==> src/hw/dbp_pkg.sv <==
// dbp_pkg: register map, field positions and reset values of the dual
// byte port.
// assumes 32-bit Avalon-MM word access, byte addresses, low byte used.
package dbp_pkg;
	localparam int ADDR_W = 5;
	localparam int PORT_W = 8;

	localparam logic [ADDR_W-1:0] OFF_FIRST_PINS = 5'h00;
	localparam logic [ADDR_W-1:0] OFF_FIRST_LATCH = 5'h04;
	localparam logic [ADDR_W-1:0] OFF_FIRST_DIR = 5'h08;
	localparam logic [ADDR_W-1:0] OFF_SECOND_PINS = 5'h0C;
	localparam logic [ADDR_W-1:0] OFF_SECOND_LATCH = 5'h10;
	localparam logic [ADDR_W-1:0] OFF_SECOND_DIR = 5'h14;
	localparam logic [ADDR_W-1:0] OFF_PORT_E_CTRL = 5'h18;

	localparam logic [PORT_W-1:0] DIR_RST = 8'hFF;
	localparam logic [PORT_W-1:0] CTRL_RST = 8'h07;
	localparam logic [23:0] RDATA_PAD = 24'h00_0000;

	localparam int CTRL_IN_FULL_BIT = 7;
	localparam int CTRL_OUT_FULL_BIT = 6;
	localparam int CTRL_OVERRUN_BIT = 5;
	localparam int CTRL_MODE_BIT = 4;
	localparam int CTRL_DIR_MSB = 2;

	// first-port pin that carries capture_compare_unit2 when routed there
	localparam int CCU2_PIN = 1;

	localparam int SYNC_STAGES = 3;
endpackage

==> src/hw/dbp_pin_sync.sv <==
// dbp_pin_sync: three-flop pin synchroniser with agreement filter.
// assumes pins are asynchronous to the core clock.
`timescale 1ns/1ps
module dbp_pin_sync
	import dbp_pkg::*;
#(
	parameter int WIDTH = 16
) (
	input wire logic clk_in,
	input wire logic rstn_in,
	input wire logic ce_in,
	input wire logic [WIDTH-1:0] pin_in,
	output logic [WIDTH-1:0] level_out
);
	logic [WIDTH-1:0] s1_reg, s2_reg, s3_reg, lvl_reg;
	logic [WIDTH-1:0] s1_next, s2_next, s3_next, lvl_next;

	// a bit only moves when stage two and three agree
	always_comb begin
		s1_next = pin_in;
		s2_next = s1_reg;
		s3_next = s2_reg;
		lvl_next = (s2_reg & s3_reg) | (lvl_reg & (s2_reg ^ s3_reg));
	end

	always_ff @(posedge clk_in) begin
		if (!rstn_in) begin
			s1_reg <= '0;
			s2_reg <= '0;
			s3_reg <= '0;
			lvl_reg <= '0;
		end else if (ce_in) begin
			s1_reg <= s1_next;
			s2_reg <= s2_next;
			s3_reg <= s3_next;
			lvl_reg <= lvl_next;
		end
	end

	assign level_out = lvl_reg;
endmodule // dbp_pin_sync

==> src/hw/dbp_port.sv <==
// dbp_port: two byte-wide general purpose ports behind an Avalon-MM slave,
// first port with peripheral override, second port with slave bus mode.
// assumes peripherals and slave bus strobes run on CORE_CLK_IN; pins are
// asynchronous and pass the synchroniser.
`timescale 1ns/1ps
module dbp_port
	import dbp_pkg::*;
(
	// clock, reset, enable
	input wire logic CORE_CLK_IN,
	input wire logic RSTN_IN,
	input wire logic CLK_EN_IN,
	// register bus
	input wire logic [ADDR_W-1:0] AVS_ADDRESS_IN,
	input wire logic AVS_READ_IN,
	input wire logic AVS_WRITE_IN,
	input wire logic [31:0] AVS_WRITEDATA_IN,
	input wire logic [3:0] AVS_BYTEENABLE_IN,
	output logic [31:0] AVS_READDATA_OUT,
	output logic AVS_WAITREQUEST_OUT,
	// first port pins
	input wire logic [PORT_W-1:0] FIRST_PIN_IN,
	output logic [PORT_W-1:0] FIRST_PIN_OUT,
	output logic [PORT_W-1:0] FIRST_PIN_OE_OUT,
	output logic [PORT_W-1:0] FIRST_PIN_LEVEL_OUT,
	// peripheral override, one bit per first-port pin
	input wire logic [PORT_W-1:0] PERIPH_SEL_IN,
	input wire logic [PORT_W-1:0] PERIPH_OUT_IN,
	input wire logic [PORT_W-1:0] PERIPH_OE_IN,
	// capture_compare_unit2 and its routing bit
	input wire logic CCU2_PIN_ROUTE_IN,
	input wire logic CCU2_SEL_IN,
	input wire logic CCU2_OUT_IN,
	input wire logic CCU2_OE_IN,
	// second port pins
	input wire logic [PORT_W-1:0] SECOND_PIN_IN,
	output logic [PORT_W-1:0] SECOND_PIN_OUT,
	output logic [PORT_W-1:0] SECOND_PIN_OE_OUT,
	// parallel_slave_bus handshake side
	input wire logic SLAVE_WR_STROBE_IN,
	input wire logic SLAVE_RD_STROBE_IN,
	input wire logic SLAVE_DRIVE_IN,
	output logic SLAVE_BUS_MODE_OUT,
	output logic INPUT_WORD_FULL_OUT,
	output logic OUTPUT_WORD_FULL_OUT,
	output logic INPUT_WORD_OVERRUN_OUT,
	output logic [CTRL_DIR_MSB:0] PORT_E_DIR_OUT
);
	function automatic logic hit(input logic [ADDR_W-1:0] a,
		input logic [ADDR_W-1:0] off);
		return a == off;
	endfunction

	logic [PORT_W-1:0] first_lvl, second_lvl;

	dbp_pin_sync #(
		.WIDTH(2 * PORT_W)
	) u_sync (
		.clk_in(CORE_CLK_IN),
		.rstn_in(RSTN_IN),
		.ce_in(CLK_EN_IN),
		.pin_in({SECOND_PIN_IN, FIRST_PIN_IN}),
		.level_out({second_lvl, first_lvl})
	);

	// bus slave: one wait cycle, read data captured in it
	logic req, take, wr_go, rd_go;
	logic [PORT_W-1:0] wd;
	logic ack_reg, ack_next;
	logic [PORT_W-1:0] rdata_reg, rdata_next;

	assign req = AVS_READ_IN | AVS_WRITE_IN;
	assign take = ack_reg & CLK_EN_IN;
	assign AVS_WAITREQUEST_OUT = req & ~take;
	assign wr_go = AVS_WRITE_IN & take & AVS_BYTEENABLE_IN[0];
	assign rd_go = AVS_READ_IN & take;
	assign wd = AVS_WRITEDATA_IN[PORT_W-1:0];
	assign AVS_READDATA_OUT = {RDATA_PAD, rdata_reg};

	logic wr_f_pins, wr_f_lat, wr_f_dir;
	logic wr_s_pins, wr_s_lat, wr_s_dir, wr_ctrl, rd_s_pins;
	assign wr_f_pins = wr_go & hit(AVS_ADDRESS_IN, OFF_FIRST_PINS);
	assign wr_f_lat = wr_go & hit(AVS_ADDRESS_IN, OFF_FIRST_LATCH);
	assign wr_f_dir = wr_go & hit(AVS_ADDRESS_IN, OFF_FIRST_DIR);
	assign wr_s_pins = wr_go & hit(AVS_ADDRESS_IN, OFF_SECOND_PINS);
	assign wr_s_lat = wr_go & hit(AVS_ADDRESS_IN, OFF_SECOND_LATCH);
	assign wr_s_dir = wr_go & hit(AVS_ADDRESS_IN, OFF_SECOND_DIR);
	assign wr_ctrl = wr_go & hit(AVS_ADDRESS_IN, OFF_PORT_E_CTRL);
	assign rd_s_pins = rd_go & hit(AVS_ADDRESS_IN, OFF_SECOND_PINS);

	// control state
	logic [PORT_W-1:0] fdir_reg, fdir_next, sdir_reg, sdir_next;
	logic [CTRL_DIR_MSB:0] edir_reg, edir_next;
	logic mode_reg, mode_next, ibf_reg, ibf_next;
	logic obf_reg, obf_next, input_word_overrun_reg, input_word_overrun_next;
	logic [PORT_W-1:0] inbuf_reg, inbuf_next;
	logic [PORT_W-1:0] flat_reg, flat_next, slat_reg, slat_next;
	logic [PORT_W-1:0] ctrl_val;
	logic slave_wr;

	assign slave_wr = SLAVE_WR_STROBE_IN & mode_reg;
	assign ctrl_val = {ibf_reg, obf_reg, input_word_overrun_reg, mode_reg, 1'b0,
		edir_reg};

	always_comb begin
		ack_next = req & ~ack_reg;
		rdata_next = rdata_reg;
		if (req & ~ack_reg & AVS_READ_IN) begin
			case (AVS_ADDRESS_IN)
				OFF_FIRST_PINS: rdata_next = first_lvl;
				OFF_FIRST_LATCH: rdata_next = flat_reg;
				OFF_FIRST_DIR: rdata_next = fdir_reg;
				// slave mode hands the received word to software
				OFF_SECOND_PINS: rdata_next = mode_reg ? inbuf_reg : second_lvl;
				OFF_SECOND_LATCH: rdata_next = slat_reg;
				OFF_SECOND_DIR: rdata_next = sdir_reg;
				OFF_PORT_E_CTRL: rdata_next = ctrl_val;
				default: rdata_next = '0;
			endcase
		end
	end

	// direction, mode and slave bus flag writes; overrides never land here
	always_comb begin
		fdir_next = wr_f_dir ? wd : fdir_reg;
		sdir_next = wr_s_dir ? wd : sdir_reg;
		edir_next = wr_ctrl ? wd[CTRL_DIR_MSB:0] : edir_reg;
		mode_next = wr_ctrl ? wd[CTRL_MODE_BIT] : mode_reg;
		// set wins over any clear in the same cycle
		ibf_next = slave_wr | (ibf_reg & ~(rd_s_pins & mode_reg));
		obf_next = (mode_reg & (wr_s_pins | wr_s_lat)) |
			(obf_reg & ~(SLAVE_RD_STROBE_IN & mode_reg));
		input_word_overrun_next = (slave_wr & ibf_reg) |
			(wr_ctrl ? wd[CTRL_OVERRUN_BIT] : input_word_overrun_reg);
		// an unread word is kept; the late one is dropped and flagged
		inbuf_next = (slave_wr & ~ibf_reg) ? second_lvl : inbuf_reg;
	end

	always_ff @(posedge CORE_CLK_IN) begin
		if (!RSTN_IN) begin
			ack_reg <= 1'b0;
			rdata_reg <= '0;
			fdir_reg <= DIR_RST;
			sdir_reg <= DIR_RST;
			edir_reg <= CTRL_RST[CTRL_DIR_MSB:0];
			mode_reg <= CTRL_RST[CTRL_MODE_BIT];
			ibf_reg <= CTRL_RST[CTRL_IN_FULL_BIT];
			obf_reg <= CTRL_RST[CTRL_OUT_FULL_BIT];
			input_word_overrun_reg <= CTRL_RST[CTRL_OVERRUN_BIT];
			inbuf_reg <= '0;
		end else if (CLK_EN_IN) begin
			ack_reg <= ack_next;
			rdata_reg <= rdata_next;
			fdir_reg <= fdir_next;
			sdir_reg <= sdir_next;
			edir_reg <= edir_next;
			mode_reg <= mode_next;
			ibf_reg <= ibf_next;
			obf_reg <= obf_next;
			input_word_overrun_reg <= input_word_overrun_next;
			inbuf_reg <= inbuf_next;
		end
	end

	// output latches: writes to pins or latch address both land here
	always_comb begin
		flat_next = (wr_f_pins | wr_f_lat) ? wd : flat_reg;
		slat_next = (wr_s_pins | wr_s_lat) ? wd : slat_reg;
	end

	// no reset on purpose: latch contents survive a warm reset
	always_ff @(posedge CORE_CLK_IN) begin
		if (CLK_EN_IN) begin
			flat_reg <= flat_next;
			slat_reg <= slat_next;
		end
	end

	// first port: peripheral merge, unit2 joins on its routed pin
	logic [PORT_W-1:0] sel_eff, pout_eff, poe_eff, f_oe, f_val;
	logic ccu2_on;
	assign ccu2_on = CCU2_PIN_ROUTE_IN & CCU2_SEL_IN;

	always_comb begin
		sel_eff = PERIPH_SEL_IN;
		pout_eff = PERIPH_OUT_IN;
		poe_eff = PERIPH_OE_IN;
		if (ccu2_on) begin
			sel_eff[CCU2_PIN] = 1'b1;
			pout_eff[CCU2_PIN] = CCU2_OUT_IN;
			poe_eff[CCU2_PIN] = CCU2_OE_IN;
		end
		f_oe = (sel_eff & poe_eff) | (~sel_eff & ~fdir_reg);
		f_val = (sel_eff & pout_eff) | (~sel_eff & flat_reg);
	end

	// driven value gated by enable so an unset latch never leaks out
	assign FIRST_PIN_OE_OUT = f_oe;
	assign FIRST_PIN_OUT = f_oe & f_val;
	assign FIRST_PIN_LEVEL_OUT = first_lvl;

	// second port: slave bus drives the latch only when asked
	logic [PORT_W-1:0] s_oe;
	assign s_oe = mode_reg ? {PORT_W{SLAVE_DRIVE_IN}} : ~sdir_reg;
	assign SECOND_PIN_OE_OUT = s_oe;
	assign SECOND_PIN_OUT = s_oe & slat_reg;

	assign SLAVE_BUS_MODE_OUT = mode_reg;
	assign INPUT_WORD_FULL_OUT = ibf_reg;
	assign OUTPUT_WORD_FULL_OUT = obf_reg;
	assign INPUT_WORD_OVERRUN_OUT = input_word_overrun_reg;
	assign PORT_E_DIR_OUT = edir_reg;
endmodule // dbp_port

==> config.mk <==
export PLATFORM = sky130hd
export DESIGN_NAME = dbp_port
export DESIGN_NICKNAME = d
export VERILOG_FILES = /design/src/hw/dbp_pkg.sv /design/src/hw/dbp_pin_sync.sv /design/src/hw/dbp_port.sv
export SDC_FILE = /design/constraint.sdc
export NUM_CORES = 1
export LEC_CHECK = 0
export BUFFER_PORTS_ARGS = -buffer_cell sky130_fd_sc_hd__buf_2
export CAP_MARGIN = 30
export CORE_MARGIN = 5
export CORE_UTILIZATION = 55
export DETAILED_ROUTE_END_ITERATION = 10
export PLACE_DENSITY = 0.85
export REMOVE_ABC_BUFFERS = 1
export SETUP_SLACK_MARGIN = 0.4
export SLEW_MARGIN = 30
export SYNTH_ARGS = -nofsm -noshare
export SYNTH_HDL_FRONTEND = slang
export SYNTH_SLANG_ARGS = --single-unit
==> constraint.sdc <==
create_clock -name CORE_CLK_IN -period 3.2 [get_ports CORE_CLK_IN]
set_input_delay 0.48 -clock CORE_CLK_IN [delete_from_list [all_inputs] [get_ports CORE_CLK_IN]]
set_output_delay 0.48 -clock CORE_CLK_IN [all_outputs]
set_load 0.05 [all_outputs]
==> metrics.yaml <==
layout:
  drive_above_1_share: 0.2475
  nNetsFinal: 795
  layout_common_cells: "buf_2, dfxtp_1, mux2i_1, nand2_1, nor2b_1"
  multi_input_area_mm2: 0.002863
  area_growth_pct: 19.89
  ff_latch_area_mm2: 0.002562
  final_common_cell: "buf_2"
  fillers: 765
  n_antenna_cell: 0
synth:
  dominantRegCellSynth: "dfxtp_1"
  synthCells: 576
  syn_avg_cell_area_um2: 9.884
  synth_top_family_by_area: "multiplexers"
  synthMuxAreaShare: 0.1793
  synth-compound-area-share: 0.1051
  yosys.area_share.simple: 0.1664
  async_flop_share: 0
  synth_warnings: 0
  ys_ff_latch: 120
  synth_fa_ha_area_frac: 0.03516
  synth-xor-area-share: 0
  synth-edff-count: 16
  syn_area_mm2: 0.005693
  synth_top_cell_area_share: 0.3657
  yosysSeqAreaShare: 0.4501
  synth_area_leaders: "dfxtp_1, mux2i_1, edfxtp_1, nor2b_1, nand2_1"
  yosysTopAreaCell: "dfxtp_1"
  synth.distinct_cells: 42
critical_path:
  critPathMaxStageDelay_ns: 0.62
  startpoint_type: "flop"
  rrSetupSlack_ns: 1.30
  reg2reg_to: "inbuf_reg[4]"
  cp-end-kind: "primary output"
  cp.required_ns: 2.72
  timing.rr.start: "SLAVE_BUS_MODE_OUT"
  path_max_fanout: 12
  r2r_cells: 5
  critical_path_class: "reg -> out"
  critical_path_arrival_ns: 2.24
  worstPathCellList: "nand2_1 -> o21ai_0 -> and2_1 -> buf_2"
  cpMaxStageDelayCell: "dfxtp_1"
pwr:
  irDropWorstVdd_uv: 326.9
  switching_share: 0.2369
  seq_power_share: 0.428
  pwr-share-comb: 0.092
  p_switching_w: 0.0008682
  powerDensity_mw_per_mm2: 537.0
  power_leakage_nw: 3.108
  clkPwrFrac: 0.481
  p_int_w: 0.002797
floorplan:
  die-area_mm2: 0.01249
  io_pins: 173
  rows: 37
  die_x_um: 111.7
  coreArea_mm2: 0.01023
  start_util: 0.5564
  die-height_um: 111.7
global_route:
  grt_usage: 0.2165
  grt_pass1_vias: 4529
  grt_max_degree: 86
  grt_pass1_wl_um: 22050
  antenna_found_initial: 0
  gr-total-overflow: 0
timing:
  finalCriticalPeriod_ns: 2.723
  timing.fmax_mhz: 367.2
  slew_viol_final: 0
  post-route-period-util: 0.8510
  rsz0062_at_grt: "no"
  whs_ns: 0.1905
  fin_setup_tns_ns: 0
  finalSetupViolations: 0
  tightest_slew_ns: 0.8417
  fin_worst_skew_ns: 0.007150
  final_hold_viol_count: 0
  slew_headroom: 0.4337
routing:
  routedWlPerCell_um: 16.39
  ant_nets: 0
  vias: 4612
  drc: 0
  wirelength_um: 13680
  drt_iter0_drc: 298
  via_per_inst: 5.523
  first_pass_iters: 5
cts:
  cts_root_buf: "clkbuf_8"
  cts_setup_buffers: 0
  cts_num_sinks: 120
  htree_levels: 4
  clkTransAtPathRegs_ns: 0.06
  hold_buffers: 0
  clock_latency_ns: 0.51
  cts_made_buffers: 17
  cts-resized-gates: 0
  cts_tree: "done"
  clk_path_buf_depth: 2
hold_path:
  min-delay-start: "AVS_WRITEDATA_IN[6]"
  holdPathStages: 1
  hp-class: "in -> reg"
  hold_path_end: "slat_reg[6]"
placed_design:
  portBuffers: 121
  dpl.hpwl_um: 9842
  gp_congestion: 0.8626
outcome:
  outcome: "complete, no violations"
job:
  max_cap_violations: 0
through the flow:
stage | worst slack (ns) | instance area, µm² | util | power, W | cells
6_report | 0.4767 | 6825 | 0.6671 | 0.003665 | 835
2_1_floorplan | 0.2104 | 5426 | - | 0.001800 | 538
4_1_cts | 0.5755 | 6825 | 0.6671 | 0.003681 | 835
5_1_grt | 0.4958 | 6825 | 0.6671 | 0.003795 | 835
3_3_place_gp | 0.7118 | 6271 | 0.6129 | 0.001921 | 803
3_5_place_dp | 0.6579 | 6271 | 0.6129 | 0.001932 | 803
layer usage:
layer	part of all wire	track usage	vias up
met3	0.088	0.06087	35
met4	0.028	0.09489	0
met5	0	0	-
met2	0.49	0.3605	210
li1	-	-	2191
met1	0.40	0.2612	2176
worst max-delay path: cells and delay by family (launching register included):
kind                   cells  cell delay (ns)
and+or+nand+nor            2             0.56
buffers and inverters      1             0.27
DFF                        1             0.62
AOI/OAI and AO/OA          1             0.28
worst max-delay path by stage:
| stage | from | endpoint | slack [ns] | cells past startpoint |
|---|---|---|---|---|
| floorplan | SLAVE_BUS_MODE_OUT | SECOND_PIN_OUT[0] | 0.21 | 2 |
| global placement | AVS_ADDRESS_IN[1] | slat_reg[7] | 0.71 | 5 |
| detailed placement | AVS_ADDRESS_IN[1] | slat_reg[7] | 0.66 | 5 |
| CTS | SLAVE_BUS_MODE_OUT | SECOND_PIN_OUT[6] | 0.58 | 4 |
| global route | SLAVE_BUS_MODE_OUT | SECOND_PIN_OUT[2] | 0.50 | 4 |
| finish | SLAVE_BUS_MODE_OUT | SECOND_PIN_OUT[6] | 0.48 | 4 |
power groups by stage:
| stage | clock, W | sequential [W] | combinational, W |
|---|---|---|---|
| 3_5_place_dp | 0 | 0.00160 | 0.000334 |
| 5_1_grt | 0.00187 | 0.00157 | 0.000360 |
| 4_1_cts | 0.00178 | 0.00157 | 0.000335 |
| 2_1_floorplan | 0 | 0.00160 | 0.000204 |
| 3_3_place_gp | 0 | 0.00160 | 0.000324 |
| 6_report | 0.00176 | 0.00157 | 0.000336 |
synthesized netlist by cell type, types with 3 or more instances:
cell and number:
nor2b_1 57, edfxtp_1 16, a21oi_1 9, buf_6 3, and2_1 9, nand3_1 3, ha_1 16, clkbuf_1 24
buf_1 5, nand2_1 74, o22ai_1 10, a21boi_0 25, nand4_1 3, buf_2 3, mux2_2 8, dfxtp_1 104
or3b_2 6, nor2_1 6, nand3b_1 6, buf_4 26, mux2i_1 93, o21ai_0 40, a211oi_1 7
cell type report:
| type | instances | area share |
|---|---|---|
| inverter | 2 | 0.001100 |
| clock buffer | 22 | 0.06636 |
| multi-input combinational | 416 | 0.4194 |
| timing repair buffer | 129 | 0.09789 |
| tap | 136 | 0.02493 |
| clock inverter | 10 | 0.01485 |
| sequential | 120 | 0.3754 |
cell families after synthesis:
family,count (synthesis)
buffers and inverters,63
muxes,101
AOI/OAI and AO/OA,97
other,1
DFF,120
and+or+nand+nor,178
adders and majority gates,16
Power figures use the tool's default switching activity.
